$ cat src/rtl/fbod_pkg.sv
// Purpose: constants for the flash bus controller (host side)
// Assumes: 25 MHz CLK; flash pins driven synchronously
// Notes:   register map and bus timing figures live here
// What this block does
// - read: chip enable, output gate low
// - write: strobe and chip enable low, gate high
// - host applies accelerate only when programming
// - host waits chip-enable access after standby
package fbod_pkg;
    // ************************************************
    // register map (word aligned byte offsets)
    // ************************************************
    localparam logic [7:0] FBOD_CTRL_OFS  = 8'h00;
    localparam logic [7:0] FBOD_ADDR_OFS  = 8'h04;
    localparam logic [7:0] FBOD_WDATA_OFS = 8'h08;
    localparam logic [7:0] FBOD_RDATA_OFS = 8'h0c;
    localparam logic [7:0] FBOD_STAT_OFS  = 8'h10;
    localparam logic [7:0] FBOD_CMD_OFS   = 8'h14;
    // ctrl fields
    localparam int FBOD_CTRL_WORD_BIT  = 0;
    localparam int FBOD_CTRL_ACCEL_BIT = 1;
    localparam int FBOD_CTRL_RST_BIT   = 2;
    localparam logic [31:0] FBOD_CTRL_RESET = 32'h0000_0001;
    // command codes written to the command register
    localparam logic [1:0] FBOD_CMD_READ  = 2'h1;
    localparam logic [1:0] FBOD_CMD_WRITE = 2'h2;
    // ************************************************
    // timing
    // ************************************************
    localparam int FBOD_CLK_MHZ   = 25;
    localparam int FBOD_TCE_NS    = 70;
    localparam int FBOD_TACC_NS   = 70;
    localparam int FBOD_TWP_NS    = 35;
    localparam int FBOD_TRP_NS    = 500;
    localparam int FBOD_TRH_NS    = 50;
    localparam int FBOD_TCE_CYC   = (FBOD_TCE_NS * FBOD_CLK_MHZ + 999) / 1000;
    localparam int FBOD_TACC_CYC  = (FBOD_TACC_NS * FBOD_CLK_MHZ + 999) / 1000;
    localparam int FBOD_TWP_CYC   = (FBOD_TWP_NS * FBOD_CLK_MHZ + 999) / 1000;
    localparam int FBOD_TRP_CYC   = (FBOD_TRP_NS * FBOD_CLK_MHZ + 999) / 1000;
    localparam int FBOD_TRH_CYC   = (FBOD_TRH_NS * FBOD_CLK_MHZ + 999) / 1000;
    localparam int FBOD_CNT_W     = 8;
endpackage : fbod_pkg

$ cat src/rtl/fbod_ctrl.sv
// Purpose: host controller driving a parallel flash through its pins
// Assumes: APB slave for software; flash pins sampled on CLK
// Notes:   one access at a time; software polls the busy flag
//
// Design decisions made here: the placing of the registers and register access over APB.
`timescale 1ns/1ps
module fbod_ctrl #(
    parameter int ADDR_W = 22                          // word address width
) (
    input  wire logic              CLK,                // 25 MHz clock
    input  wire logic              RST,                // async reset, high
    input  wire logic              PSEL,               // apb select
    input  wire logic              PENABLE,            // apb access phase
    input  wire logic              PWRITE,             // apb direction
    input  wire logic [7:0]        PADDR,              // apb byte address
    input  wire logic [31:0]       PWDATA,             // apb write data
    output logic      [31:0]       PRDATA,             // apb read data
    output logic                   PREADY,             // apb ready
    output logic                   PSLVERR,            // apb error
    output logic      [ADDR_W-1:0] F_ADDR,             // flash address
    input  wire logic [15:0]       F_DQ_I,             // data lines in
    output logic      [15:0]       F_DQ_O,             // data lines out
    output logic                   F_DQ_OE,            // data drive enable
    output logic                   F_CE_N,             // chip enable
    output logic                   F_OE_N,             // output gate
    output logic                   F_WE_N,             // write strobe
    output logic                   F_RESET_N,          // hardware reset
    output logic                   F_WIDTH_SELECT,     // word when high
    output logic                   F_ACCEL_ELEVATED,   // request elevated accel level
    input  wire logic              F_READY_BUSY_N      // device ready
);
    initial begin
        if (ADDR_W < 2 || ADDR_W > 31) $error("ADDR_W out of range");
    end

    // ************************************************
    // state
    // ************************************************
    typedef enum logic [5:0] {
        S_IDLE  = 6'b000001,
        S_SETUP = 6'b000010,
        S_RD    = 6'b000100,
        S_WR    = 6'b001000,
        S_HOLD  = 6'b010000,
        S_RST   = 6'b100000
    } fbod_state_e;

    typedef struct packed {
        fbod_state_e               st;
        logic [fbod_pkg::FBOD_CNT_W-1:0] cnt;
        logic                      word;
        logic                      accel;
        logic                      rst_req;
        logic [ADDR_W-1:0]         addr;
        logic [15:0]               wdata;
        logic [15:0]               rdata;
        logic                      is_wr;
        logic                      ce_n;
        logic                      oe_n;
        logic                      we_n;
        logic                      dq_oe;
        logic                      reset_n;
        logic                      busy;
        logic [31:0]               prdata;
    } fbod_state_s;

    fbod_state_s s_q;
    fbod_state_s s_d;

    logic apb_access;
    logic apb_wr;
    logic unmapped;

    assign apb_access = PSEL && PENABLE;
    assign apb_wr     = apb_access && PWRITE;
    assign unmapped   = PADDR > fbod_pkg::FBOD_CMD_OFS || PADDR[1:0] != 2'h0;

    always_comb begin
        s_d = s_q;
        // ************************************************
        // register writes
        // ************************************************
        if (apb_wr) begin
            unique case (PADDR)
                fbod_pkg::FBOD_CTRL_OFS: begin
                    s_d.word    = PWDATA[fbod_pkg::FBOD_CTRL_WORD_BIT];
                    s_d.accel   = PWDATA[fbod_pkg::FBOD_CTRL_ACCEL_BIT];
                    s_d.rst_req = PWDATA[fbod_pkg::FBOD_CTRL_RST_BIT];
                end
                fbod_pkg::FBOD_ADDR_OFS: begin
                    s_d.addr = PWDATA[ADDR_W-1:0];
                end
                fbod_pkg::FBOD_WDATA_OFS: begin
                    s_d.wdata = PWDATA[15:0];
                end
                fbod_pkg::FBOD_CMD_OFS: begin
                    if (!s_q.busy && PWDATA[1:0] != 2'h0) begin
                        s_d.busy  = 1'b1;
                        s_d.is_wr = PWDATA[1:0] == fbod_pkg::FBOD_CMD_WRITE;
                        s_d.st    = S_SETUP;
                        s_d.cnt   = '0;
                    end
                end
                default: begin
                end
            endcase
        end
        s_d.prdata = '0;
        // decoded in the setup cycle so the word already stands when pready is sampled
        if (PSEL && !PENABLE && !PWRITE) begin
            unique case (PADDR)
                fbod_pkg::FBOD_CTRL_OFS:  s_d.prdata = {29'h0, s_q.rst_req, s_q.accel, s_q.word};
                fbod_pkg::FBOD_ADDR_OFS:  s_d.prdata = 32'(s_q.addr);
                fbod_pkg::FBOD_WDATA_OFS: s_d.prdata = {16'h0, s_q.wdata};
                fbod_pkg::FBOD_RDATA_OFS: s_d.prdata = {16'h0, s_q.rdata};
                fbod_pkg::FBOD_STAT_OFS:  s_d.prdata = {30'h0, F_READY_BUSY_N, s_q.busy};
                default:                  s_d.prdata = '0;
            endcase
        end
        // ************************************************
        // flash pin sequencer
        // ************************************************
        unique case (s_q.st)
            S_IDLE: begin
                s_d.ce_n  = 1'b1;
                s_d.oe_n  = 1'b1;
                s_d.we_n  = 1'b1;
                s_d.dq_oe = 1'b0;
                if (s_q.rst_req) begin
                    s_d.rst_req = 1'b0;
                    s_d.reset_n = 1'b0;
                    s_d.busy    = 1'b1;
                    s_d.cnt     = '0;
                    s_d.st      = S_RST;
                end
            end
            S_SETUP: begin
                // chip enable leads data by tce
                s_d.ce_n = 1'b0;
                s_d.cnt  = '0;
                if (s_q.is_wr) begin
                    // write: gate held high, strobe low
                    s_d.oe_n  = 1'b1;
                    s_d.we_n  = 1'b0;
                    s_d.dq_oe = 1'b1;
                    s_d.st    = S_WR;
                end else begin
                    s_d.we_n = 1'b1;
                    s_d.oe_n = 1'b0;
                    s_d.st   = S_RD;
                end
            end
            S_RD: begin
                s_d.cnt = s_q.cnt + 1'b1;
                if (32'(s_q.cnt) + 1 >= fbod_pkg::FBOD_TCE_CYC) begin
                    // byte mode uses the low lane only
                    s_d.rdata = s_q.word ? F_DQ_I : {8'h00, F_DQ_I[7:0]};
                    s_d.st    = S_HOLD;
                end
            end
            S_WR: begin
                s_d.cnt = s_q.cnt + 1'b1;
                if (32'(s_q.cnt) + 1 >= fbod_pkg::FBOD_TWP_CYC) begin
                    s_d.we_n = 1'b1;
                    s_d.st   = S_HOLD;
                end
            end
            S_HOLD: begin
                s_d.ce_n  = 1'b1;
                s_d.oe_n  = 1'b1;
                s_d.we_n  = 1'b1;
                s_d.dq_oe = 1'b0;
                s_d.busy  = 1'b0;
                s_d.st    = S_IDLE;
            end
            S_RST: begin
                s_d.cnt = s_q.cnt + 1'b1;
                if (s_q.reset_n == 1'b0 && 32'(s_q.cnt) + 1 >= fbod_pkg::FBOD_TRP_CYC) begin
                    s_d.reset_n = 1'b1;
                    s_d.cnt     = '0;
                end else if (s_q.reset_n && 32'(s_q.cnt) + 1 >= fbod_pkg::FBOD_TRH_CYC && F_READY_BUSY_N) begin
                    s_d.busy = 1'b0;
                    s_d.st   = S_IDLE;
                end
            end
            default: begin
                s_d.st = S_IDLE;
            end
        endcase
    end

    always_ff @(posedge CLK or posedge RST) begin
        if (RST) begin
            s_q         <= '0;
            s_q.st      <= S_IDLE;
            s_q.word    <= fbod_pkg::FBOD_CTRL_RESET[fbod_pkg::FBOD_CTRL_WORD_BIT];
            s_q.ce_n    <= 1'b1;
            s_q.oe_n    <= 1'b1;
            s_q.we_n    <= 1'b1;
            s_q.reset_n <= 1'b1;
        end else begin
            s_q <= s_d;
        end
    end

    // ************************************************
    // outputs
    // ************************************************
    assign PREADY  = 1'b1;
    assign PSLVERR = apb_access && unmapped;
    assign PRDATA  = s_q.prdata;
    // prdata is registered at the end of the setup cycle and stands through the access phase
    assign F_ADDR  = s_q.addr;
    assign F_DQ_O  = s_q.word ? s_q.wdata : {s_q.addr[0], 7'h00, s_q.wdata[7:0]};
    // byte mode: top line carries the byte address
    assign F_DQ_OE = s_q.dq_oe || !s_q.word;
    assign F_CE_N  = s_q.ce_n;
    assign F_OE_N  = s_q.oe_n;
    assign F_WE_N  = s_q.we_n;
    assign F_RESET_N = s_q.reset_n;
    assign F_WIDTH_SELECT = s_q.word;
    // elevated level only in program cycles, never across a reset
    assign F_ACCEL_ELEVATED = s_q.accel && s_q.is_wr && (s_q.st == S_SETUP || s_q.st == S_WR || s_q.st == S_HOLD);
endmodule : fbod_ctrl

$ cat config.mk
export PLATFORM = sky130hd
export DESIGN_NAME = fbod_ctrl
export DESIGN_NICKNAME = d
export VERILOG_FILES = /design/src/rtl/fbod_pkg.sv /design/src/rtl/fbod_ctrl.sv
export SDC_FILE = /design/constraint.sdc
export NUM_CORES = 1
export LEC_CHECK = 0
export BUFFER_PORTS_ARGS = -buffer_cell sky130_fd_sc_hd__clkbuf_2
export CAP_MARGIN = 20
export CELL_PAD_IN_SITES_DETAIL_PLACEMENT = 1
export CELL_PAD_IN_SITES_GLOBAL_PLACEMENT = 1
export CORE_AREA = 2 2 118 120
export CTS_CLUSTER_DIAMETER = 200
export DETAILED_ROUTE_END_ITERATION = 10
export DIE_AREA = 0 0 120 122
export PLACE_DENSITY = 0.81
export SLEW_MARGIN = 25
export SYNTH_ARGS = -nofsm -noshare
export SYNTH_HDL_FRONTEND = slang
export SYNTH_SLANG_ARGS = --single-unit
$ cat constraint.sdc
create_clock -name CLK -period 4.1 [get_ports CLK]
set_input_delay 0.82 -clock CLK [delete_from_list [all_inputs] [get_ports CLK]]
set_output_delay 0.82 -clock CLK [all_outputs]
set_load 0.01 [all_outputs]
* Word level (Yosys, flattened, before mapping)
Index checks and enable logic that the tools add are counted.
Operators by class: divide/modulo/power cells 0, bitwise gates (word level) 1, multiplexer cells 36, shifts and indexed selects 0, order comparisons 4, eq/ne operators 16, $mul 0, reduce and logical (&&, ||, !) cells 35, $add $sub $neg 2
Operators by type and width (count):
- case mux 22 bit (5 select lines) | 1
- 2-to-1 mux 55 bit | 1
- 2-to-1 mux 16 bit | 3
- 2-to-1 mux 22 bit | 2
- 2-to-1 mux 14 bit | 3
- greater-or-equal comparator 32 x 1 -> 1 bit, second input constant | 1
- greater-or-equal comparator 32 x 4 -> 1 bit, second input constant | 1
- case mux 8 bit (4 select lines) | 1
- case mux 6 bit (5 select lines) | 1
- 2-to-1 mux 6 bit | 4
- == test 8 x 4 -> 1 bit, second input constant | 2
- == test 8 x 5 -> 1 bit, second input constant | 2
- AND reduction 2 bit | 6
- logical AND 1 bit | 11
- 2-to-1 mux 1 bit | 10
- adder 8 x 1 -> 9 bit, second input constant | 1
- greater-or-equal comparator 9 x 2 -> 1 bit, second input constant | 1
- adder 8 x 1 -> 8 bit, second input constant | 1
- == test 8 x 3 -> 1 bit, second input constant | 1
- greater-than comparator 8 x 5 -> 1 bit, second input constant | 1
- zero test 8 bit | 1
- 2-to-1 mux 8 bit | 1
- inequality test 2 bit, second input constant | 4
- nonzero test 2 bit | 4
- 19 further kinds | 30
Storage, ports and cells: ROM bits 0, memories 0, bits in latches 0, RAM bits 0, register bits after elaboration 110

* Logic depth before layout (Yosys ltp)
depth in word-level cells 8, gate-level depth with buffers 8

* Worst setup path after synthesis
OpenSTA, ideal clock, no wires.
path kind in2out, start point input port PADDR[4], end point output port PSLVERR, slack 1.723 ns, cell stages on the path 4, required time 3.280 ns, data arrival time 1.557 ns, cell sequence clkbuf_1 inv_1 o211ai_1 and3_1
Between the ends: word-level cells in the longest chain between the ends 3
Ends and longest elaborated chain:
- start, declared | line fbod_ctrl.sv:15 | input wire logic [7:0] PADDR,
- greater-than comparator 8 x 5 -> 1 bit | line fbod_ctrl.sv:76 | assign unmapped = PADDR > fbod_pkg::FBOD_CMD_OFS || PADDR[1:0] != 2'h0;
- logical OR 1 bit | line fbod_ctrl.sv:76
- logical AND 1 bit | line fbod_ctrl.sv:210 | assign PSLVERR = apb_access && unmapped;
- end, declared | line fbod_ctrl.sv:19 | output logic PSLVERR,
Every way passes these cells.

* Worst setup path in the final report
start point input port PADDR[3], end point output port PSLVERR
The elaborated chain is that of the path after synthesis.

==> impl_metrics.csv <==
group,metric,value,unit
status,status,"complete, no violations",
timing,max_slew_margin,40.4,%
place,dp.cells,736,
synth,ys_types,62,
final_layout,fin_cells,751,
floorplanning,die_area,0.0146,mm²
timing,maxSlewViolCount,0,
final_layout,drive_above_1_share,36.8,%
timing,finalSetupTns,0,ns
timing,period_share,68.7,%
global_routing,overflow,0,
critical_path,endpoint,"PSLVERR",
floorplanning,start_util,39.5,%
synth,syn_area_per_cell,10.5,µm²
clock_tree,cts_hold_buf,0,
pwr,leakagePower,3.05,nW
critical_path,r2r_setup_slack,1.36,ns
clock_tree,cts_buffer_depth,2,
synth,synth_warnings,0,
critical_path,crit_path_start_kind,"input pin",
critical_path,reg2reg_from,"s_q[97]",
timing,hold_viol,0,
clock_tree,cts_max_level,3,
drt,firstDrtPassIters,4,
run,max_cap_viol_count,0,
synth,synth_seq_area_share,47.0,%
drt,drc_errors,0,
final_layout,layout_commonest_cell,"clkbuf_2",
global_routing,grt_pass1_wl,21700,µm
clock_tree,clk_latency,0.35,ns
critical_path,rr_endpoint,"s_q[45]",
final_layout,areaGrowthSynthToFinish,11.4,%
timing,period_minus_slack,2.82,ns
critical_path,rr_worst_depth,7,
clock_tree,postCtsResizedCells,0,
global_routing,grt_start_max_net_pins,73,
timing,rsz0062_at_grt,"no",
critical_path,worstSetupPathType,"input pin to output port",
synth,async_reset_ff_share,100,%
drt,wl,13800,µm
timing,worst_slew_pin_slew,0.894,ns
pwr,total_power,2.16,mW
drt,vias,3901,
synth,ys.flop_type,"dfrtp_1",
global_routing,antenna_found_initial,2,
timing,finClkSkew,0.00802,ns
clock_tree,clkSinkCount,100,
critical_path,worst_ep_required_time,3.28,ns
place,portBuffers,119,
synth,syn-cell-area,0.00534,mm²
drt,wl_per_cell,18.3,µm
synth,synth_cells,510,
floorplanning,rows,43,
critical_path,startpoint,"PADDR[3]",
final_layout,final_area,0.00595,mm²
pwr,ir_worst_vdd,0.158,mV
drt,via_per_inst,5.19,
place,dp_hpwl,10200,µm
floorplanning,io_pins,141,
drt,drtIter0Drc,154,
clock_tree,cts_setup_buffers,0,
synth,ys_ff_latch,100,
clock_tree,cts_root_buf,"clkbuf_16",
pwr,power_density,364,mW/mm²
clock_tree,cts_made_buffers,9,
floorplanning,core_area,0.0135,mm²
drt,postRouteAntennaNets,0,
final_layout,final_cell_mix,"119 x clkbuf_2, 94 x dfrtp_1, 50 x nor2_1",
critical_path,critPathCaptureType,"output port",
floorplanning,die_w,120,µm
place,dpl_cell_area,0.00566,mm²
timing,setup_viol,0,
final_layout,nets,632,
clock_tree,cts_tree,"built",
global_routing,grt_pass1_vias,4104,
global_routing,grt.total_usage,19.1,%
synth,synth_edf_count,0,
clock_tree,clkTransAtPathRegs,0.06,ns
critical_path,critical_path_peak_fanout,16,
timing,fmax,355,MHz
critical_path,crit_arrival,2.00,ns
hold_path,min_path_type,"flip-flop to flip-flop",
place,routabilityCongestion,0.810,
final_layout,utilization,44.0,%
floorplanning,die_h,122,µm
## kinds of logic after synthesis
kind of cell | count (synthesis) | share of synthesized area, %
buffers and inverters | 98 | 11.9
muxes | 68 | 14.3
DFF | 100 | 47.0
and+or+nand+nor | 158 | 15.9
AOI/OAI and AO/OA | 78 | 9.58
xor gates and xnor gates | 3 | 0.492
adders and majority gates | 3 | 0.703
other | 2 | 0.141
## stage by stage
stage	setup slack, ns	hold slack [ns]
finish	1.28	0.487
CTS	1.29	0.495
detailed placement	1.19	0.479
global route	1.09	0.511
global placement	1.25	0.465
floorplan	0.671	0.437
## report_power, final
part	leakage, nW	total (mW)	switching [mW]	internal [mW]
clock network	0.138	0.860	0.374	0.486
registers	1.31	1.04	0.0294	1.01
logic	1.60	0.265	0.163	0.103
total	3.05	2.16	0.566	1.60
## metal layers
layer | GRT usage (%) | part of all wire, % | wire (µm) | vias to the layer above
met4 | 6.32 | 1.3 | 182 | 2
met3 | 4.26 | 5.7 | 779 | 17
met1 | 23.5 | 43 | 5940 | 1984
li1 | - | - | - | 1798
met5 | 0 | 0.080 | 11 | -
met2 | 33.2 | 50 | 6850 | 100
## worst min path at each step
stage	startpoint	endpoint	cells after the start
finish	s_q[38]	s_q[106]	1
CTS	s_q[47]	s_q[47]	2
floorplan	s_q[38]	s_q[106]	1
global placement	s_q[38]	s_q[106]	1
detailed placement	s_q[47]	s_q[47]	2
global route	s_q[51]	s_q[51]	2
## flip-flops by register name, indices dropped and copies added, names as in the netlist
register / count
F_WE_N: 1
PRDATA: 22
s_q: 51
F_CE_N: 1
F_ADDR: 22
F_RESET_N: 1
F_OE_N: 1
F_WIDTH_SELECT: 1
## worst max-delay path: stages
cell,delay (ns)
clkbuf_2,0.16
inv_1,0.49
o211ai_1,0.19
and3_1,0.21
clkbuf_2,0.12
## area by class of cell
cell class / count / area (µm²)
clock buffers: 11 / 243
inverters: 10 / 40.0
well taps: 180 / 225
flip-flops and latches: 100 / 2510
clock inverters: 3 / 46.3
multi-input cells: 321 / 2240
fillers: 1544 / 7560
diodes: 1 / 2.50
repair buffers: 125 / 641
## cell usage after synthesis (6+ instances only)
cell | count | area share (%)
nor2_1 | 50 | 3.5
mux2_2 | 46 | 9.7
buf_2 | 12 | 1.1
nand3_1 | 12 | 1.1
and2_1 | 10 | 1.2
buf_4 | 63 | 8.9
mux2i_1 | 18 | 3.4
dfrtp_1 | 94 | 44
nor3_1 | 9 | 0.84
a21oi_1 | 27 | 2.5
o21ai_0 | 19 | 1.8
nand2_1 | 34 | 2.4
inv_1 | 10 | 0.70
dfstp_2 | 6 | 3.0
and3_1 | 15 | 1.8
clkbuf_1 | 10 | 0.70
Note: power is estimated with default switching activity, not from simulation.
